$ cat src/hdl/iefl_pkg.sv
package iefl_pkg;

  // Register offsets on the register port.
  localparam logic [7:0] IEFL_ADDR_CORE_CTL = 8'h0B;
  localparam logic [7:0] IEFL_ADDR_CORE_CTL_MIRROR = 8'h8B;
  localparam logic [7:0] IEFL_ADDR_PERIPH_FLAG = 8'h0C;
  localparam logic [7:0] IEFL_ADDR_PERIPH_EN = 8'h8C;
  localparam logic [7:0] IEFL_ADDR_EDGE_CFG = 8'h81;
  localparam logic [7:0] IEFL_ADDR_EVT_STATUS = 8'h90;
  localparam logic [7:0] IEFL_ADDR_EVT_MASK = 8'h91;

  // Field positions in the core interrupt control register.
  localparam int unsigned IEFL_BIT_GLOBAL_GATE = 7;
  localparam int unsigned IEFL_BIT_PERIPH_GATE = 6;
  localparam int unsigned IEFL_BIT_EXT_FLAG = 1;

  // Field positions in the peripheral enable and flag registers.
  localparam int unsigned IEFL_PBIT_ADC = 6;
  localparam int unsigned IEFL_PBIT_SERIAL = 3;
  localparam int unsigned IEFL_PBIT_CAPCOMP = 2;
  localparam int unsigned IEFL_PBIT_TIMER2 = 1;
  localparam int unsigned IEFL_PBIT_TIMER1 = 0;
  localparam logic [7:0] IEFL_PERIPH_IMPL_MASK = 8'h4F;

  // Edge select position in the edge configuration register.
  localparam int unsigned IEFL_BIT_EDGE_SEL = 6;

  // Event status and mask bit positions.
  localparam int unsigned IEFL_EV_TIMER0 = 0;
  localparam int unsigned IEFL_EV_EXT = 1;
  localparam int unsigned IEFL_EV_PORT = 2;
  localparam int unsigned IEFL_EV_TIMER1 = 3;
  localparam int unsigned IEFL_EV_TIMER2 = 4;
  localparam int unsigned IEFL_EV_CAPCOMP = 5;
  localparam int unsigned IEFL_EV_SERIAL = 6;
  localparam int unsigned IEFL_EV_ADC = 7;

  // Reset values.
  localparam logic [7:0] IEFL_CORE_CTL_RESET = 8'h00;
  localparam logic [7:0] IEFL_PERIPH_EN_RESET = 8'h00;
  localparam logic [7:0] IEFL_PERIPH_FLAG_RESET = 8'h00;
  localparam logic IEFL_EDGE_SEL_RESET = 1'h1;
  localparam logic [7:0] IEFL_EVT_STATUS_RESET = 8'h00;
  localparam logic [7:0] IEFL_EVT_MASK_RESET = 8'h00;
  localparam logic [7:0] IEFL_READ_IDLE = 8'h00;

  // Core interrupt control register, bit 7 first.
  typedef struct packed {
    logic global_irq_gate;
    logic peripheral_irq_gate;
    logic timer0_overflow_enable;
    logic ext_pin_irq_enable;
    logic port_change_enable;
    logic timer0_overflow_flag;
    logic ext_pin_irq_flag;
    logic port_change_flag;
  } iefl_core_ctl_s;

  // One-cycle event pulses from on-chip sources on the same clock.
  typedef struct packed {
    logic adc_done;
    logic serial_done;
    logic capcomp_event;
    logic timer2_match;
    logic timer1_overflow;
    logic timer0_rollover;
    logic port_change;
  } iefl_events_s;

endpackage

$ cat src/hdl/iefl_core.sv
`timescale 1ns/1ps
module iefl_core
  import iefl_pkg::*;
(
  // Clock and reset.
  input wire logic clk,
  input wire logic reset,
  // Register port.
  input wire logic [7:0] reg_addr,
  input wire logic [7:0] reg_wdata,
  input wire logic reg_wr,
  input wire logic reg_rd,
  output logic [7:0] reg_rdata,
  // Event sources.
  input wire iefl_events_s events,
  input wire logic external_interrupt_pin,
  // Requests.
  output logic core_irq_request,
  output logic irq
);

  // Both addresses of the core control register decode alike.
  function automatic logic is_core_addr(input logic [7:0] a);
    return (a == IEFL_ADDR_CORE_CTL) || (a == IEFL_ADDR_CORE_CTL_MIRROR);
  endfunction

  // Write strobe for one register address.
  function automatic logic wr_hit(input logic wr, input logic [7:0] a, input logic [7:0] r);
    return wr && (a == r);
  endfunction

  iefl_core_ctl_s ctl;
  logic [7:0] periph_en;
  logic [7:0] periph_flag;
  logic edge_sel;
  logic [7:0] evt_status;
  logic [7:0] evt_mask;
  logic [7:0] evt_vec;
  logic [7:0] read_value;
  logic [7:0] next_periph_flag;
  logic pin_level;
  logic ext_edge;
  logic wr_core;
  logic wr_pen;
  logic wr_pflag;
  logic wr_edge;
  logic wr_status;
  logic wr_mask;
  logic core_hit;
  logic periph_hit;
  logic irq_pending;

  // The external pin is asynchronous, so it is synchronised before edge detection.
  iefl_pin_edge u_pin_edge (
    .clk(clk),
    .reset(reset),
    .pin(external_interrupt_pin),
    .rising_sel(edge_sel),
    .level(pin_level),
    .edge_hit(ext_edge)
  );

  // Write decode for every register.
  assign wr_core = reg_wr && is_core_addr(reg_addr);
  assign wr_pen = wr_hit(reg_wr, reg_addr, IEFL_ADDR_PERIPH_EN);
  assign wr_pflag = wr_hit(reg_wr, reg_addr, IEFL_ADDR_PERIPH_FLAG);
  assign wr_edge = wr_hit(reg_wr, reg_addr, IEFL_ADDR_EDGE_CFG);
  assign wr_status = wr_hit(reg_wr, reg_addr, IEFL_ADDR_EVT_STATUS);
  assign wr_mask = wr_hit(reg_wr, reg_addr, IEFL_ADDR_EVT_MASK);

  // Core control register. Hardware sets come after the write, so a flag raised in
  // the same cycle as a software clear survives; losing an event would be worse.
  always_ff @(posedge clk or posedge reset) begin
    if (reset) begin
      ctl <= iefl_core_ctl_s'(IEFL_CORE_CTL_RESET);
    end else begin
      if (wr_core) begin
        ctl <= iefl_core_ctl_s'(reg_wdata);
      end
      if (events.timer0_rollover) begin
        ctl.timer0_overflow_flag <= 1'h1;
      end
      if (ext_edge) begin
        ctl.ext_pin_irq_flag <= 1'h1;
      end
      if (events.port_change) begin
        ctl.port_change_flag <= 1'h1;
      end
    end
  end

  // Peripheral enables; unimplemented positions are never stored.
  always_ff @(posedge clk or posedge reset) begin
    if (reset) begin
      periph_en <= IEFL_PERIPH_EN_RESET;
    end else if (wr_pen) begin
      periph_en <= reg_wdata & IEFL_PERIPH_IMPL_MASK;
    end
  end

  // Next peripheral flags: software write first, then each event sets its bit.
  always_comb begin
    next_periph_flag = periph_flag;
    if (wr_pflag) begin
      next_periph_flag = reg_wdata & IEFL_PERIPH_IMPL_MASK;
    end
    next_periph_flag[IEFL_PBIT_ADC] = next_periph_flag[IEFL_PBIT_ADC] | events.adc_done;
    next_periph_flag[IEFL_PBIT_SERIAL] =
      next_periph_flag[IEFL_PBIT_SERIAL] | events.serial_done;
    next_periph_flag[IEFL_PBIT_CAPCOMP] =
      next_periph_flag[IEFL_PBIT_CAPCOMP] | events.capcomp_event;
    next_periph_flag[IEFL_PBIT_TIMER2] =
      next_periph_flag[IEFL_PBIT_TIMER2] | events.timer2_match;
    next_periph_flag[IEFL_PBIT_TIMER1] =
      next_periph_flag[IEFL_PBIT_TIMER1] | events.timer1_overflow;
  end

  // Peripheral flags hold until written zero, whatever the enables say.
  always_ff @(posedge clk or posedge reset) begin
    if (reset) begin
      periph_flag <= IEFL_PERIPH_FLAG_RESET;
    end else begin
      periph_flag <= next_periph_flag;
    end
  end

  // Edge select for the external pin; the reset value picks the rising edge.
  always_ff @(posedge clk or posedge reset) begin
    if (reset) begin
      edge_sel <= IEFL_EDGE_SEL_RESET;
    end else if (wr_edge) begin
      edge_sel <= reg_wdata[IEFL_BIT_EDGE_SEL];
    end
  end

  // Raw event vector in the status layout.
  always_comb begin
    evt_vec = 8'h00;
    evt_vec[IEFL_EV_TIMER0] = events.timer0_rollover;
    evt_vec[IEFL_EV_EXT] = ext_edge;
    evt_vec[IEFL_EV_PORT] = events.port_change;
    evt_vec[IEFL_EV_TIMER1] = events.timer1_overflow;
    evt_vec[IEFL_EV_TIMER2] = events.timer2_match;
    evt_vec[IEFL_EV_CAPCOMP] = events.capcomp_event;
    evt_vec[IEFL_EV_SERIAL] = events.serial_done;
    evt_vec[IEFL_EV_ADC] = events.adc_done;
  end

  // Sticky event status, cleared by writing one; a new event beats the clear.
  always_ff @(posedge clk or posedge reset) begin
    if (reset) begin
      evt_status <= IEFL_EVT_STATUS_RESET;
    end else begin
      evt_status <= (evt_status & ~(wr_status ? reg_wdata : 8'h00)) | evt_vec;
    end
  end

  // Event mask, same layout as the status.
  always_ff @(posedge clk or posedge reset) begin
    if (reset) begin
      evt_mask <= IEFL_EVT_MASK_RESET;
    end else if (wr_mask) begin
      evt_mask <= reg_wdata;
    end
  end

  // Flag and enable pairs for the two source groups.
  assign core_hit = (ctl.timer0_overflow_flag & ctl.timer0_overflow_enable)
                  | (ctl.ext_pin_irq_flag & ctl.ext_pin_irq_enable)
                  | (ctl.port_change_flag & ctl.port_change_enable);
  assign periph_hit = |(periph_flag & periph_en);

  // Request to the core, registered so the output comes from a flip-flop.
  always_ff @(posedge clk or posedge reset) begin
    if (reset) begin
      core_irq_request <= 1'h0;
    end else begin
      core_irq_request <= ctl.global_irq_gate
        & (core_hit | (ctl.peripheral_irq_gate & periph_hit));
    end
  end

  // Unmasked status, one cycle ahead of the interrupt output.
  assign irq_pending = |(evt_status & evt_mask);

  // System interrupt level, one cycle behind the unmasked status.
  always_ff @(posedge clk or posedge reset) begin
    if (reset) begin
      irq <= 1'h0;
    end else begin
      irq <= irq_pending;
    end
  end

  // Read multiplexer; unmapped addresses read zero.
  always_comb begin
    read_value = IEFL_READ_IDLE;
    case (reg_addr)
      IEFL_ADDR_CORE_CTL, IEFL_ADDR_CORE_CTL_MIRROR: begin
        read_value = ctl;
      end
      IEFL_ADDR_PERIPH_EN: begin
        read_value = periph_en & IEFL_PERIPH_IMPL_MASK;
      end
      IEFL_ADDR_PERIPH_FLAG: begin
        read_value = periph_flag & IEFL_PERIPH_IMPL_MASK;
      end
      IEFL_ADDR_EDGE_CFG: begin
        read_value[IEFL_BIT_EDGE_SEL] = edge_sel;
      end
      IEFL_ADDR_EVT_STATUS: begin
        read_value = evt_status;
      end
      IEFL_ADDR_EVT_MASK: begin
        read_value = evt_mask;
      end
      default: begin
        read_value = IEFL_READ_IDLE;
      end
    endcase
  end

  // Read data stand only in the cycle after the strobe, zero otherwise.
  always_ff @(posedge clk or posedge reset) begin
    if (reset) begin
      reg_rdata <= IEFL_READ_IDLE;
    end else begin
      reg_rdata <= reg_rd ? read_value : IEFL_READ_IDLE;
    end
  end
endmodule

$ cat src/hdl/iefl_pin_edge.sv
`timescale 1ns/1ps
module iefl_pin_edge (
  // Clock and reset.
  input wire logic clk,
  input wire logic reset,
  // Pin and chosen edge.
  input wire logic pin,
  input wire logic rising_sel,
  // Synchronised level and edge pulse.
  output logic level,
  output logic edge_hit
);

  logic meta;
  logic prev;

  // Two flip-flops bring the pin into the clock domain; the first feeds only the second.
  // Both reset high so an idle, pulled-up pin shows no edge after reset.
  always_ff @(posedge clk or posedge reset) begin
    if (reset) begin
      meta <= 1'h1;
      level <= 1'h1;
    end else begin
      meta <= pin;
      level <= meta;
    end
  end

  // Previous synchronised level for edge detection.
  always_ff @(posedge clk or posedge reset) begin
    if (reset) begin
      prev <= 1'h1;
    end else begin
      prev <= level;
    end
  end

  // One-cycle pulse on the selected edge only.
  assign edge_hit = rising_sel ? (level & ~prev) : (~level & prev);

endmodule

$ cat config.mk
export PLATFORM = sky130hd
export DESIGN_NAME = iefl_core
export DESIGN_NICKNAME = d
export VERILOG_FILES = /design/src/hdl/iefl_pkg.sv /design/src/hdl/iefl_core.sv /design/src/hdl/iefl_pin_edge.sv
export SDC_FILE = /design/constraint.sdc
export NUM_CORES = 1
export LEC_CHECK = 0
export BUFFER_PORTS_ARGS = -buffer_cell sky130_fd_sc_hd__buf_4
export CAP_MARGIN = 0
export CORE_UTILIZATION = 50
export DETAILED_ROUTE_END_ITERATION = 8
export GPL_ROUTABILITY_DRIVEN = 0
export PLACE_DENSITY = 0.73
export SYNTH_ARGS = -nofsm -noshare
export SYNTH_HDL_FRONTEND = slang
export SYNTH_SLANG_ARGS = --single-unit
$ cat constraint.sdc
create_clock -name clk -period 1.5 [get_ports clk]
set_clock_uncertainty 0.05 [all_clocks]
set_input_delay 0.3 -clock clk [delete_from_list [all_inputs] [get_ports clk]]
set_output_delay 0.3 -clock clk [all_outputs]
set_load 0.005 [all_outputs]
* Word level (Yosys, flattened, before mapping) *
Index checks and enable logic that the tools add are counted.

word-level totals
  register bits after elaboration = 48
  bits of input ports = 28
  output and inout port bits = 10
  logic and storage cells = 72

operators by class
  eq/ne operators = 7
  muxes and demuxes = 11
  bitwise logic cells = 22
  reduce and logical (&&, ||, !) cells = 13

operator list
  kind                                                                    number
  8-bit equality test (second input constant)                             5
  6-bit one-hot mux with 5 select lines                                   1
  8-bit AND                                                               2
  8-bit by 4-bit equality test with 1-bit output (second input constant)  2
  8-bit two-way mux                                                       2
  8-bit OR reduction                                                      2
  8-bit NOT                                                               1
  1-bit OR                                                                8
  8-bit OR                                                                1
  1-bit AND                                                               7
  7-bit AND                                                               1
  7-bit two-way mux                                                       1
  1-bit logical AND                                                       6
  1-bit one-hot mux with 6 select lines                                   1
  2-bit nonzero test                                                      3
  1-bit two-way mux                                                       4
  3-bit two-way mux                                                       1
  1-bit one-hot mux with 3 select lines                                   1
  1-bit NOT                                                               2
  2-bit OR reduction                                                      1
  1-bit logical OR                                                        1

* Logic depth before layout (Yosys ltp) *
  word-level depth = 6
  mapped depth = 6
  mapped depth without buffers = 4

* Cells and area by module *
From an unflattened synthesis, not the netlist that was laid out.

unflattened totals
  cell total of the unflattened synthesis = 188
  area total of the unflattened synthesis = 2,245.9 um2

modules (own cells, without submodules)
  module         instances  cells an instance  area an instance (um2)  seq. area each (um2)
  iefl_core      1          181                2,140.8                 1,127.3
  iefl_pin_edge  1          7                  105.1                   78.8

* Worst setup path after synthesis *
OpenSTA, ideal clock, no wires.

  path type = input to register
  from = input port reg_addr[5]
  to = register ctl[0] in the netlist's numbering
  library setup time = 0.124 ns
  arrival time = 1.707 ns
  required time = 1.326 ns
  slack = -0.381 ns
  stages = 5
  path buffers = 2
  path through = or4b_4 -> or3_1 -> buf_2 -> buf_6 -> a211o_1

on the way
  longest elaborated chain between the ends = 4
  elaborated cells on any way between the ends = 5
  those cells by class = eq/ne (2); reduce/logical (3)

RTL lines
  item                                                                                          RTL line         source
  start: declaration                                                                            iefl_core.sv:9   input wire logic [7:0] reg_addr,
  8-bit by 4-bit equality test with 1-bit output / 8-bit equality test (equally long branches)  iefl_core.sv:24  return (a == IEFL_ADDR_CORE_CTL) || (a == IEFL_ADDR_CORE_CTL_MIRROR);
  1-bit logical OR *                                                                            iefl_core.sv:24
  1-bit logical AND *                                                                           iefl_core.sv:64  assign wr_core = reg_wr && is_core_addr(reg_addr);
  2-bit nonzero test (no line) *                                                                -
  end signal: assignment                                                                        iefl_core.sv:75  ctl <= iefl_core_ctl_s'(IEFL_CORE_CTL_RESET);
  end signal: assignment                                                                        iefl_core.sv:78  ctl <= iefl_core_ctl_s'(reg_wdata);
  end: declaration                                                                              iefl_core.sv:32  iefl_core_ctl_s ctl;

Every way passes the cells marked *; elsewhere a longest branch is shown, timed or not.
A chain may end at the register's enable or synchronous reset.

* Final worst setup path *
  from = input port reg_addr[5]
  to = register ctl[5] in the netlist's numbering

on the way
  longest elaborated chain between the ends = 3
  elaborated cells on any way between the ends = 4
  those cells by class = eq/ne (2); reduce/logical (2)

RTL lines
  item                                                                                          RTL line
  8-bit by 4-bit equality test with 1-bit output / 8-bit equality test (equally long branches)  iefl_core.sv:24
  1-bit logical OR *                                                                            iefl_core.sv:24
  1-bit logical AND *                                                                           iefl_core.sv:64

Marked as above.

==> run metrics <==
max_cap viols 0; Avg Inst Size Synth 11.96 sq um; Synth Area in XOR/XNOR 0%; cts bufs inserted 5; WS Path Type input pin to register; synth top area cells dfrtp_1 50%, mux2_2 15%, dfstp_2 4.8%, a22oi_1 4.5%, a211o_1 3.2%; Post-Syn Instances 183; Clock Path Buffers 2; Final Worst Setup Slack -0.09515 ns; drt total wl 5.246 mm; post-route ant nets 0; CTS tree yes; Final Slew Violations 0; Cell Pwr Density 913.5 nW/um^2; startpoint types input pin; simple-gate portion of the synthesized area 12.24%; setup TNS -0.4482 ns; largest family of logic cells by synthesized area multiplexers; met3 wire length 309 um; largest net degree at the start of global routing 24; Setup violations, final 6; worst-margin pin slew 0.4624 ns; FMAX 626.9 MHz; Post-DP HPWL 4.038 mm; fin crit share 106.3%; drt first pass iters 4; WL per Instance 17.78 um; Hold Slack 0.04762 ns; Placement Rows 23; H-tree depth 2; status finished with violations; number of port buffers 37; postcts setup bufs 0; vias in the first global route 1718; crit-path max FO 3; Yosys top cell area share 50.31%; Ys Warns 0; Clk pin slew, worst setup/hold paths 0.09 ns; Async S/R FF share, synth 100.0%; initial DRC count 142; max_slew headroom 68.96%; Adder-Cell Fraction of Synth Area 0%; ant diodes 0; vias per cell 5.756; EDFF count, synth 0; GR Overflow Total 0; Fillers 314; DRT met1 WL 2.267 mm; Worst-Skew Late Latency 0.31 ns; mux cell area share after synthesis 15.44%; die footprint 4645 sq um; Reg area 1206 sq um; initial core utilization 53.55%; Crit path arrival time 1.74 ns; most frequent cell after synthesis dfrtp_1; post-synth net total 211; CTS root buffer clkbuf_8; Nets 272; predominant post-synthesis flop cell dfrtp_1; initial antenna violation count 0; max layer used met4; area of the multi-input gates 977.2 sq um; R2R setup slack 0.23 ns; vias 1698; Distinct cells, synth 31; Worst EP required 1.64 ns; worst min path class input pin to register; Leak 1.267 nW; chip height 68.16 um; Compound-Gate Fraction of Synth Area 14.47%; Area Growth Syn to Fin 31.10%; FF+latch count, synth 48; Clock Sinks 48; Die W 68.16 um; largest area contributor in the netlist dfrtp_1; layout cells sized above 1 45.31%; Crit. End Element register; Mapped Area 2188 sq um; Final Hold Fails 0; sequential share of the synthesized area 55.12%; io pins 38; met2 WL 2.545 mm; Post-route DRC 0; Peak VDD IR 0.7007 mV; most frequent cells after synthesis 44 x dfrtp_1, 30 x mux2_2, 18 x nand2_1; unrepaired setup endpoints after global routing yes; All-Layer GR Usage 26.65%; failing checks negative setup slack; min cycle time layout 1.595 ns; CORE AREA 4086 sq um; first-pass GRT wire length 8.611 mm
## report_power, final
group,internal [mW],switching (mW)
Combinational,0.167,0.130
Sequential,1.34,0.0295
Clock,0.502,0.453
## final cells by class
type                    count  area share (%)
repair buffers             60           16.75
multi-input cells         122           34.06
flip-flops and latches     48           42.04
well taps                  50           2.181
clock inverters             3           1.657
clock buffers               5           2.399
inverters                   7          0.9158
## critical path, cell delays in order
cell and delay [ns]:
buf_6 0.09, or4b_4 0.53, or3_4 0.39, buf_6 0.14
mux2_4 0.28
## state kept, by name (all words and copies together), names as in the netlist, 5 cells and up
name	flops
periph_flag	5
evt_status	8
reg_rdata	8
periph_en	5
ctl	8
evt_mask	8
## layer usage
metal | vias up | global-route usage, %
met5 | - | 0
met4 | 0 | 10.68
met3 | 11 | 5.167
met2 | 61 | 44.24
met1 | 832 | 33.94
li1 | 794 | -
## logic make-up (layout without fill, tap and decap cells)
group / Yosys count / count (layout)
DFF: 48 / 48
and+or+nand+nor: 49 / 49
muxes: 30 / 30
buffers and inverters: 13 / 75
AOI/OAI and AO/OA: 43 / 43
## cell usage in the layout (no fill, tap or decap), types with 2 or more instances in the layout
master / netlist / layout
nor2b_1: 2 / 2
inv_1: 7 / 6
nand2_1: 18 / 18
nor3_1: 2 / 2
buf_4: 0 / 54
clkbuf_8: 0 / 5
dfstp_2: 4 / 4
a22oi_1: 13 / 13
a21o_1: 8 / 8
nor4b_4: 0 / 2
buf_6: 1 / 4
a222oi_1: 2 / 2
o21ai_0: 4 / 3
a21oi_1: 5 / 5
mux2_2: 30 / 29
a211o_1: 8 / 8
and2_1: 2 / 2
nor2_1: 12 / 12
clkinv_4: 0 / 2
dfrtp_1: 44 / 44
## path summary, 6_finish.rpt
path / startpoint / endpoint / cells past startpoint
worst max register to register: edge_sel$_DFFE_PP1P_ / ctl[1]$_DFFE_PP0P_ / 4
min in group asynchronous: reset / evt_status[4]$_DFF_PP0_ / 3
worst max-delay path: reg_addr[5] / ctl[5]$_DFFE_PP0P_ / 5
worst min register to register: u_pin_edge.meta$_DFF_PP1_ / u_pin_edge.level$_DFF_PP1_ / 0
max in group asynchronous: reset / periph_flag[3]$_DFF_PP0_ / 4
worst min-delay path: external_interrupt_pin / u_pin_edge.meta$_DFF_PP1_ / 1
## through the flow
stage	cell area, sq um	utilization, %	worst slack [ns]	power (mW)	instances
floorplan	2245	-	-0.3735	1.522	183
finish	2869	70.21	-0.09515	2.621	295
detailed placement	2703	66.14	-0.4726	1.683	286
global placement	2703	66.14	-0.4415	1.673	286
CTS	2853	69.81	-0.08945	2.640	295
global route	2869	70.21	-0.1006	2.727	295
## repair_timing
action / CTS / global route
endpoints found under the hold margin: 12 / 0
resized for setup: 7 / 4
pin swaps: 1 / 0
hold buffers: 1 / 0
setup endpoints to repair: 22 / 25
(Power assumes the default switching activity.)
